--- config.mk ---
export PLATFORM = sky130hd
export DESIGN_NAME = cstseq_top
export DESIGN_NICKNAME = d
export VERILOG_FILES = /design/src/include/cstseq_pkg.sv /design/src/core/cstseq_top.sv
export VERILOG_INCLUDE_DIRS = /design/src /design/src/include
export SDC_FILE = /design/constraint.sdc
export NUM_CORES = 1
export LEC_CHECK = 0
export ABC_AREA = 0
export ABC_CLOCK_PERIOD_IN_PS = 2800
export BUFFER_PORTS_ARGS = -buffer_cell sky130_fd_sc_hd__buf_2
export CORE_MARGIN = 1
export CORE_UTILIZATION = 40
export CTS_CLUSTER_DIAMETER = 50
export DETAILED_ROUTE_END_ITERATION = 8
export PLACE_DENSITY = 0.62
export SLEW_MARGIN = 10
export SYNTH_ARGS = -nofsm -noshare
export SYNTH_HDL_FRONTEND = slang
export SYNTH_SLANG_ARGS = --single-unit
--- constraint.sdc ---
create_clock -name clock -period 2.8 [get_ports clock]
set_input_delay 0.14 -clock clock [delete_from_list [all_inputs] [get_ports clock]]
set_output_delay 0.14 -clock clock [all_outputs]
set_load 0.005 [all_outputs]
--- src/include/cstseq_defs.svh ---
/*
  Constants for the self-test sequencer: error codes, step count, band count.
  Assumes nothing of its surroundings; definitions only.
*/
`ifndef CSTSEQ_DEFS_SVH
`define CSTSEQ_DEFS_SVH
`define CST_ERR_NONE 8'h00
`define CST_ERR_FWLOAD 8'h13
`define CST_ERR_DRBG_A 8'h18
`define CST_ERR_DRBG_B 8'h19
`define CST_ERR_XTS 8'h23
`define CST_ERR_CBC 8'h24
`define CST_ERR_SHA 8'h25
`define CST_ERR_HMAC 8'h26
`define CST_ERR_RSA 8'h27
`define CST_ERR_KDF 8'h28
`define CST_ERR_RCT 8'h2c
`define CST_ERR_APT 8'h2d
`define CST_ERR_ECDSA 8'h36
`define CST_NUM_KAT 9
`define CST_NUM_BANDS 8
`define CST_NUM_SETUP 6
`endif

--- src/include/cstseq_pkg.sv ---
/*
  Types for the self-test sequencer.
  Assumes the defs header is compiled alongside.
*/
package cstseq_pkg;
  // Engine result for one self-test step: done, verdict, sub-test flag
  typedef struct packed {
    logic done;
    logic pass;
    logic subFail;
  } cstseq_result_s;
  // Noise-source health result
  typedef struct packed {
    logic done;
    logic rctFail;
    logic aptFail;
  } cstseq_health_s;
  typedef enum logic [3:0] {
    ST_CRC, ST_KAT, ST_NOISE, ST_FWCHK, ST_SETUP, ST_APPROVED,
    ST_ECTEST, ST_ENTCHK, ST_DLCHK, ST_BOOTERR, ST_LOADERR, ST_ERR, ST_HALT
  } cstseq_state_e;
endpackage : cstseq_pkg

--- src/core/cstseq_top.sv ---
/*
  Self-test sequencer: runs power-on tests, conditional tests and holds the
  error state until power-off. Assumes test engines answer with a one-cycle
  done pulse plus verdict, and that rst_n is the power-on reset.
*/
// Contract
// - Power-on AES-256 CBC test; failure gives boot error code 0x24.
// - Power-on AES-256 XTS test; failure gives boot error code 0x23.
// - Power-on SHA2-256/384 tests; failure gives boot error code 0x25.
// - Power-on HMAC-SHA2-256 test; failure gives boot error code 0x26.
// - Power-on RSA signature-verify test; failure gives boot error 0x27.
// - Power-on counter KDF test; failure gives boot error code 0x28.
// - ECDSA test before first signing use; failure gives error 0x36.
// - Startup noise health tests; failure gives boot error 0x2C/0x2D.
// - Noise health tests each entropy request; failure gives error 0x2C/0x2D.
// - Power-on firmware signature check; failure enters load error, 0x13.
// - Failed download check reports 0x13, then resumes with old firmware.
// - Boot ROM CRC mismatch halts startup, with no other indication.
// - Tests start on their own at startup and before security functions.
// - Reset (power cycle) reruns the full self-test set.
// - Error state persists until power-off; power-on reruns all tests.
// - After setup succeeds enter approved mode and flag success.
// - Configured bands come up locked at power-on.
// - Unconfigured bands are treated as unprotected plaintext.
`timescale 1ns/1ps
`include "cstseq_defs.svh"
module cstseq_top
  import cstseq_pkg::*;
#(
  parameter int NumKat = `CST_NUM_KAT,
  parameter int NumBands = `CST_NUM_BANDS
) (
  // Clock and power-on reset
  input wire logic clock,
  input wire logic rst_n,
  // Boot ROM CRC checker
  output logic crcStart,
  input wire cstseq_result_s crcRes,
  // Algorithm test engines, one per power-on step
  output logic [NumKat-1:0] katStart,
  input wire cstseq_result_s [NumKat-1:0] katRes,
  // Noise source health tests
  output logic noiseStart,
  input wire cstseq_health_s noiseRes,
  // Firmware signature checker
  output logic fwStart,
  input wire cstseq_result_s fwRes,
  // ECDSA test engine
  output logic ecStart,
  input wire cstseq_result_s ecRes,
  // Controller requests
  input wire logic ecUseReq,
  input wire logic entropyReq,
  input wire logic dlVerifyReq,
  input wire logic setupStepDone,
  input wire logic [2:0] setupStepIdx,
  input wire logic [NumBands-1:0] bandConfigured,
  // Status and gating outputs
  output logic ecGrant,
  output logic entropyGrant,
  output logic dlReject,
  output logic approved,
  output logic errorActive,
  output logic cryptoEnable,
  output logic [7:0] errCode,
  output logic [NumBands-1:0] bandLocked,
  output logic [NumBands-1:0] bandPlaintext
);

  // Error code of each power-on step, in run order
  function automatic logic [7:0] katCode(input logic [3:0] idx, input logic sub);
    case (idx)
      4'h0: katCode = `CST_ERR_CBC;
      4'h1: katCode = `CST_ERR_XTS;
      4'h2: katCode = `CST_ERR_SHA; // SHA2-256
      4'h3: katCode = `CST_ERR_SHA; // SHA2-384
      4'h4: katCode = `CST_ERR_HMAC;
      4'h5: katCode = sub ? `CST_ERR_DRBG_B : `CST_ERR_DRBG_A;
      4'h6: katCode = `CST_ERR_RSA;
      4'h7: katCode = `CST_ERR_KDF;
      default: katCode = `CST_ERR_KDF;
    endcase
  endfunction : katCode

  // Noise failure code: repetition count wins over proportion
  function automatic logic [7:0] noiseCode(input cstseq_health_s h);
    noiseCode = h.rctFail ? `CST_ERR_RCT : `CST_ERR_APT;
  endfunction : noiseCode

  cstseq_state_e state_q, state_d;
  logic [3:0] katIdx_q, katIdx_d;
  logic [2:0] setupIdx_q, setupIdx_d;
  logic [7:0] err_q, err_d;
  logic ecTested_q, ecTested_d;
  logic launched_q, launched_d;
  logic served_q, served_d;
  logic ecGrant_d, entGrant_d, dlRej_d;
  logic [NumKat-1:0] katStart_d;
  logic crcStart_d, noiseStart_d, fwStart_d, ecStart_d;

  // Current step result and failure flags
  wire cstseq_result_s katCur = katRes[katIdx_q];
  wire noiseBad = noiseRes.rctFail | noiseRes.aptFail;
  wire lastKat = (katIdx_q == 4'(NumKat - 1));
  wire setupOk = setupStepDone && (setupIdx_q == setupStepIdx);
  wire anyReq = ecUseReq || entropyReq || dlVerifyReq;
  wire errState = (state_q == ST_BOOTERR) || (state_q == ST_LOADERR) || (state_q == ST_ERR);

  // Sequencer: each step issues one start pulse then waits for done
  always_comb begin
    state_d = state_q;
    katIdx_d = katIdx_q;
    setupIdx_d = setupIdx_q;
    err_d = err_q;
    ecTested_d = ecTested_q;
    launched_d = 1'b1;
    served_d = served_q && anyReq; // Answer flag clears once requests drop
    ecGrant_d = 1'b0;
    entGrant_d = 1'b0;
    dlRej_d = 1'b0;
    katStart_d = '0;
    crcStart_d = 1'b0;
    noiseStart_d = 1'b0;
    fwStart_d = 1'b0;
    ecStart_d = 1'b0;
    case (state_q)
      ST_CRC: begin
        crcStart_d = !launched_q;
        if (crcRes.done) begin
          launched_d = 1'b0;
          state_d = crcRes.pass ? ST_KAT : ST_HALT;
        end
      end
      ST_KAT: begin
        katStart_d[katIdx_q] = !launched_q;
        if (katCur.done) begin
          launched_d = 1'b0;
          if (!katCur.pass) begin
            err_d = katCode(katIdx_q, katCur.subFail);
            state_d = ST_BOOTERR;
          end else if (lastKat) begin
            state_d = ST_NOISE;
          end else begin
            katIdx_d = katIdx_q + 4'h1;
          end
        end
      end
      ST_NOISE: begin
        noiseStart_d = !launched_q;
        if (noiseRes.done) begin
          launched_d = 1'b0;
          if (noiseBad) begin
            err_d = noiseCode(noiseRes);
            state_d = ST_BOOTERR;
          end else begin
            state_d = ST_FWCHK;
          end
        end
      end
      ST_FWCHK: begin
        fwStart_d = !launched_q;
        if (fwRes.done) begin
          launched_d = 1'b0;
          if (!fwRes.pass) begin
            err_d = `CST_ERR_FWLOAD;
            state_d = ST_LOADERR;
          end else begin
            state_d = ST_SETUP;
          end
        end
      end
      ST_SETUP: begin
        // Out-of-order steps are ignored; controller owns the order
        if (setupOk) begin
          setupIdx_d = setupIdx_q + 3'h1;
          if (setupIdx_q == 3'(`CST_NUM_SETUP - 1)) begin
            state_d = ST_APPROVED;
          end
        end
      end
      ST_APPROVED: begin
        // One request served at a time; ECDSA first-use test has priority.
        // A request still held from its last answer waits for a drop first,
        // else one level request would be served twice.
        if (served_q) begin
          state_d = ST_APPROVED;
        end else if (ecUseReq) begin
          if (ecTested_q) begin
            ecGrant_d = 1'b1;
            served_d = 1'b1;
          end else begin
            launched_d = 1'b0;
            state_d = ST_ECTEST;
          end
        end else if (entropyReq) begin
          launched_d = 1'b0;
          state_d = ST_ENTCHK;
        end else if (dlVerifyReq) begin
          launched_d = 1'b0;
          state_d = ST_DLCHK;
        end
      end
      ST_ECTEST: begin
        ecStart_d = !launched_q;
        if (ecRes.done) begin
          launched_d = 1'b0;
          if (!ecRes.pass) begin
            err_d = `CST_ERR_ECDSA;
            state_d = ST_ERR;
          end else begin
            ecTested_d = 1'b1;
            state_d = ST_APPROVED;
          end
        end
      end
      ST_ENTCHK: begin
        noiseStart_d = !launched_q;
        if (noiseRes.done) begin
          launched_d = 1'b0;
          if (noiseBad) begin
            err_d = noiseCode(noiseRes);
            state_d = ST_ERR;
          end else begin
            entGrant_d = 1'b1;
            served_d = 1'b1;
            state_d = ST_APPROVED;
          end
        end
      end
      ST_DLCHK: begin
        fwStart_d = !launched_q;
        if (fwRes.done) begin
          launched_d = 1'b0;
          state_d = ST_APPROVED;
          served_d = 1'b1;
          if (!fwRes.pass) begin
            err_d = `CST_ERR_FWLOAD;
            dlRej_d = 1'b1;
          end
        end
      end
      // Error and halt states only leave through power-on reset
      ST_BOOTERR, ST_LOADERR, ST_ERR, ST_HALT: begin
        state_d = state_q;
      end
      default: begin
        state_d = ST_HALT;
      end
    endcase
  end

  // Sequencer state; power-on reset restarts the whole test set
  always_ff @(posedge clock or negedge rst_n) begin
    if (!rst_n) begin
      state_q <= ST_CRC;
      katIdx_q <= 4'h0;
      setupIdx_q <= 3'h0;
      err_q <= `CST_ERR_NONE;
      ecTested_q <= 1'b0;
      launched_q <= 1'b0;
      served_q <= 1'b0;
    end else begin
      state_q <= state_d;
      katIdx_q <= katIdx_d;
      setupIdx_q <= setupIdx_d;
      err_q <= err_d;
      ecTested_q <= ecTested_d;
      launched_q <= launched_d;
      served_q <= served_d;
    end
  end

  // Registered outputs and start pulses
  always_ff @(posedge clock or negedge rst_n) begin
    if (!rst_n) begin
      crcStart <= 1'b0;
      katStart <= '0;
      noiseStart <= 1'b0;
      fwStart <= 1'b0;
      ecStart <= 1'b0;
      ecGrant <= 1'b0;
      entropyGrant <= 1'b0;
      dlReject <= 1'b0;
    end else begin
      crcStart <= crcStart_d;
      katStart <= katStart_d;
      noiseStart <= noiseStart_d;
      fwStart <= fwStart_d;
      ecStart <= ecStart_d;
      ecGrant <= ecGrant_d && !errState;
      entropyGrant <= entGrant_d && !errState;
      dlReject <= dlRej_d;
    end
  end

  // Status outputs, one cycle behind the state
  always_ff @(posedge clock or negedge rst_n) begin
    if (!rst_n) begin
      approved <= 1'b0;
      errorActive <= 1'b0;
      cryptoEnable <= 1'b0;
      errCode <= `CST_ERR_NONE;
    end else begin
      approved <= (state_q == ST_APPROVED);
      errorActive <= errState;
      cryptoEnable <= (state_q == ST_APPROVED) && !errState;
      errCode <= err_q;
    end
  end

  // Band protection: configured bands locked from power-on
  genvar b;
  generate
    for (b = 0; b < NumBands; b++) begin : gBand
      always_ff @(posedge clock or negedge rst_n) begin
        if (!rst_n) begin
          bandLocked[b] <= 1'b1;
          bandPlaintext[b] <= 1'b0;
        end else begin
          bandLocked[b] <= bandConfigured[b];
          bandPlaintext[b] <= !bandConfigured[b];
        end
      end
    end
  endgenerate

endmodule : cstseq_top

---- Word level (Yosys, flattened, before mapping) ----
Index checks and enable logic that the tools add are counted.
operators by class
  add/subtract/negate cells ............... 2
  $lt $le $gt $ge ......................... 2
  equality and inequality tests ........... 39
  muxes and demuxes ....................... 70
  bitwise operators ....................... 4
  reduce and logical (&&, ||, !) cells .... 32
operator list
  operator            count
  $mux 4              21
  $mux 8              8
  $pmux 4 s10         1
  $pmux 6 s6          1
  $mux 1              32
  $pmux 8 s4          1
  $eq 4x3->1 const B  7
  $eq 4x4->1 const B  6
  $ne 2x2->1 const B  12
  $eq 4x2->1 const B  4
  $reduce_and 13->1   1
  $bmux 3 s4          1
  $logic_not 1->1     10
  $and 9x9->9         1
  $mux 9              1
  $reduce_and 9->1    1
  $eq 4x1->1 const B  2
  $logic_not 4->1     2
  $logic_and 1x1->1   6
  $ne 2x1->1 const B  3
  $pmux 1 s6          1
  $reduce_or 2->1     3
  $lt 4x5->1 const B  1
  $ne 5x5->1 const B  1
  18 further kinds    22
word-level totals
  bits in registers ....................... 65
  input port bits ......................... 56
  output and inout port bits .............. 43

---- Logic depth before layout (Yosys ltp) ----
  depth after elaboration ................. 7
  depth in mapped cells ................... 9

---- Least setup slack after synthesis ----
OpenSTA, ideal clock, no wires.
  path kind ............................... reg2reg
  from .................................... register state_q[0]
  to ...................................... register err_q[0]
  setup time .............................. 0.125 ns
  data arrival time ....................... 2.002 ns
  slack ................................... 0.673 ns
  stages on the path, launching flop included .. 10
  buffers on the path ..................... 3
  clock period less this slack ............ 2.127 ns
  path through ............................ dfrtp_1 buf_6 or2_2 buf_2 nor2_2 nand2_1 a222oi_1 o211a_1 buf_6 mux2_4
on the way
  cells in the longest elaborated chain, start to end .. 4
RTL lines
  what                                          line               source
  start: declaration                            cstseq_top.sv:90   cstseq_state_e state_q, state_d;
  start signal: assignment                      cstseq_top.sv:263  state_q <= state_d;
  $eq 4x4->1 (tied with other cells)            cstseq_top.sv:126  case (state_q)
  $reduce_or 2->1 (no line)                     n/a
  $ne 2x1->1 (no line) (tied with other cells)  n/a
  $reduce_and 9->1 (no line)                    n/a
  end signal: assignment                        cstseq_top.sv:258  err_q <= `CST_ERR_NONE;
  end signal: assignment                        cstseq_top.sv:266  err_q <= err_d;
  end: declaration                              cstseq_top.sv:93   logic [7:0] err_q, err_d;
Several ways; a longest one is shown, not always the timed one.
A chain may end at the register's enable or synchronous reset.

---- Worst setup path after layout ----
  from .................................... register state_q[0]
  to ...................................... register err_q[5]
Same word-level chain as after synthesis.

==> impl_metrics.json <==
{
  "status": "completed",
  "finalNonFillerCells": 498,
  "wl_um": 7000,
  "path_class": "reg -> reg",
  "clkPwrFrac_pct": 22.2,
  "critical_path_required_ns": 3.01,
  "track_usage_pct": 19.1,
  "dp_slack_ns": 0.352,
  "fin_tns_setup_ns": 0,
  "cts_tree": "yes",
  "diodes": 0,
  "netlist_instances": 294,
  "synth_top_cell_area_share_pct": 43.4,
  "syn-cell-area_um2": 3060,
  "p_sw_share_pct": 37.7,
  "seq_area_frac_synth_pct": 50.2,
  "max_stage_delay_ns": 0.51,
  "yosys_warnings": 0,
  "power_mw": 3.55,
  "cp_max_fo": 10,
  "hold_class": "in -> reg",
  "fp.dieH_um": 89.4,
  "cts_root_buffer": "clkbuf_8",
  "synth_top_cell_by_area": "dfrtp_1",
  "cp_data_arrival_time_ns": 2.67,
  "drv_slew": 0,
  "holdBufCountCts": 9,
  "finalCriticalPeriod_ns": 2.46,
  "setup_viol_count_final": 0,
  "maxCapViolCount": 0,
  "cts_buffer_depth": 2,
  "synthArstFlopShare_pct": 100,
  "avgSynthCellArea_um2": 10.4,
  "vias": 2494,
  "yosysUniqueCellTypes": 59,
  "cts_resized": 0,
  "grt_pass1_vias": 2359,
  "wl_per_cell_um": 14.1,
  "core_area_um2": 7330,
  "p_seq_share_pct": 36.8,
  "fp.dieW_um": 89.4,
  "drive_gt1_share_pct": 34.6,
  "comb_power_share_pct": 41.0,
  "synth_ff_type": "dfrtp_1",
  "worst_slew_pin_slew_ns": 0.637,
  "port_buffers": 89,
  "max-slew-margin-rel_pct": 57.2,
  "setup_ws_ns": 0.345,
  "die_area_um2": 8000,
  "placed_area_um2": 3580,
  "dp_hpwl_um": 5310,
  "irDropWorstVdd_mv": 0.355,
  "synth-edff-count": 0,
  "core.rowCount": 31,
  "initial_core_util_pct": 41.7,
  "worstSetupEndpointType": "register",
  "place.gp.congestion": 0.870,
  "insertion_delay_ns": 0.33,
  "power.internal_mw": 2.21,
  "cp-start-kind": "register",
  "fin_crit_sh_pct": 87.7,
  "route.detailed.drc": 0,
  "nets": 456,
  "ant_nets": 0,
  "drtIter0Drc": 148,
  "p_per_area_nw_per_um2": 917,
  "final_util_pct": 52.8,
  "dp.cells": 473,
  "antenna_found_initial": 0,
  "syn2layout_area_growth_pct": 26.6,
  "grt_max_degree": 38,
  "ioPinCount": 99,
  "post_cts_buffers": 0,
  "finalHoldViolations": 0,
  "grt.overflow.total": 0,
  "cp_cell_sequence": "or2_2 > nor2_2 > nand2_1 > a222oi_1 > o211a_1 > mux2_4",
  "grt_pass1_wl_um": 11400,
  "p_leak_nw": 1.95,
  "yosys_register_bits": 61,
  "skew_ns": 0.0115,
  "rsz0062_at_grt": "no",
  "path_clk_slew_ns": 0.06,
  "slowest_stage": "dfrtp_1",
  "hold_slack_ns": 0.0986,
  "fmax_mhz": 407,
  "yosys-top-cells-area": "dfrtp_1, dfstp_2, mux2i_1, nor2_1, inv_1",
  "postLayoutCellArea_um2": 3870,
  "cts-buffers-inserted": 9,
  "cts_sinks": 61,
  "switchingPower_mw": 1.34,
  "firstDrtPassIters": 4,
  "ctsHtreeMaxLevel": 3,
  "via_per_inst": 5.01
}
[critical path, delay by kind of cell, from the launching register on]
| family | cells | cell delay (ns) |
|---|---|---|
| DFF | 1 | 0.51 |
| muxes | 1 | 0.33 |
| AOI/OAI and AO/OA | 2 | 0.83 |
| and+or+nand+nor | 3 | 0.67 |
[synth_stat cells, types with 3 or more instances]
library cell	instances
nor3_1	11
clkbuf_1	4
dfstp_2	8
a21oi_1	12
dfrtp_1	53
buf_6	3
o221ai_1	3
nand2_1	20
buf_4	3
inv_1	22
o31ai_1	3
nor2b_1	3
nand2b_1	8
xnor2_1	5
mux2i_1	10
o22a_1	3
mux2_4	5
o21ai_0	14
nor4_1	7
mux2_2	3
xor2_1	3
nand3_1	7
buf_2	6
ha_1	6
nor2_1	25
and3_1	6
[final timing paths]
| kind | from | endpoint | slack (ns) | cells past startpoint |
|---|---|---|---|---|
| worst min register to register | err_q[2] | errCode[2] | 0.38 | 0 |
| worst max-delay path | state_q[0] | err_q[5] | 0.34 | 6 |
| worst max register to register | state_q[0] | err_q[5] | 0.34 | 6 |
| worst min-delay path | ecRes[2] | ecTested_q | 0.1 | 2 |
| max in group asynchronous | rst_n | bandLocked[1] | 1.61 | 3 |
| min in group asynchronous | rst_n | bandPlaintext[2] | 0.33 | 2 |
[layout by cell type (no fill, tap or decap), types with 9 or more instances in the layout]
master	n
dlygate4sd3_1	9
nand2_1	20
buf_2	89
dfrtp_1	53
inv_1	22
mux2i_1	10
nor2_1	25
nor3_1	11
clkbuf_8	11
o21ai_0	14
a21oi_1	12
[area by class of cell]
class | count | area [um^2]
fill | 699 | 3460
inverter | 22 | 82.6
clock inverter | 4 | 47.5
clock buffer | 12 | 155
multi-input combinational | 195 | 1340
sequential | 61 | 1540
timing repair buffer | 105 | 588
tap | 99 | 124
[flip-flops by register name, summed over array words and instances (netlist names)]
| signal | cells |
|---|---|
| katIdx_q | 4 |
| crcStart | 1 |
| served_q | 1 |
| launched_q | 1 |
| ecStart | 1 |
| ecTested_q | 1 |
| err_q | 6 |
| approved | 1 |
| errorActive | 1 |
| fwStart | 1 |
| katStart | 9 |
| ecGrant | 1 |
| noiseStart | 1 |
| bandLocked | 8 |
| state_q | 4 |
| cryptoEnable | 1 |
| dlReject | 1 |
| errCode | 6 |
| bandPlaintext | 8 |
| setupIdx_q | 3 |
| entropyGrant | 1 |
[cells by family after synthesis]
group / share of synthesized area (%)
other: 0.123
and+or+nand+nor: 17.1
muxes: 7.57
DFF: 50.2
adders and majority gates: 2.45
xor gates and xnor gates: 2.29
AOI/OAI and AO/OA: 14.1
buffers and inverters: 6.14
[metal layers]
| layer | vias to the layer above | GRT usage [%] | wire (um) |
|---|---|---|---|
| li1 | 1236 | - | - |
| met1 | 1172 | 25.8 | 3300 |
| met2 | 76 | 29.1 | 3230 |
| met3 | 10 | 4.89 | 344 |
| met4 | 0 | 8.08 | 131 |
| met5 | - | 0 | 0 |
[power by group through the flow]
stage / Sequential (mW) / Clock [mW] / Combinational [mW]
after floorplan: 1.20 / 0 / 1.20
after global placement: 1.32 / 0 / 1.43
after detailed placement: 1.32 / 0 / 1.45
after CTS: 1.31 / 0.805 / 1.46
after global routing: 1.34 / 0.847 / 1.63
final: 1.31 / 0.786 / 1.46
Note: power is estimated with default switching activity, not from simulation.
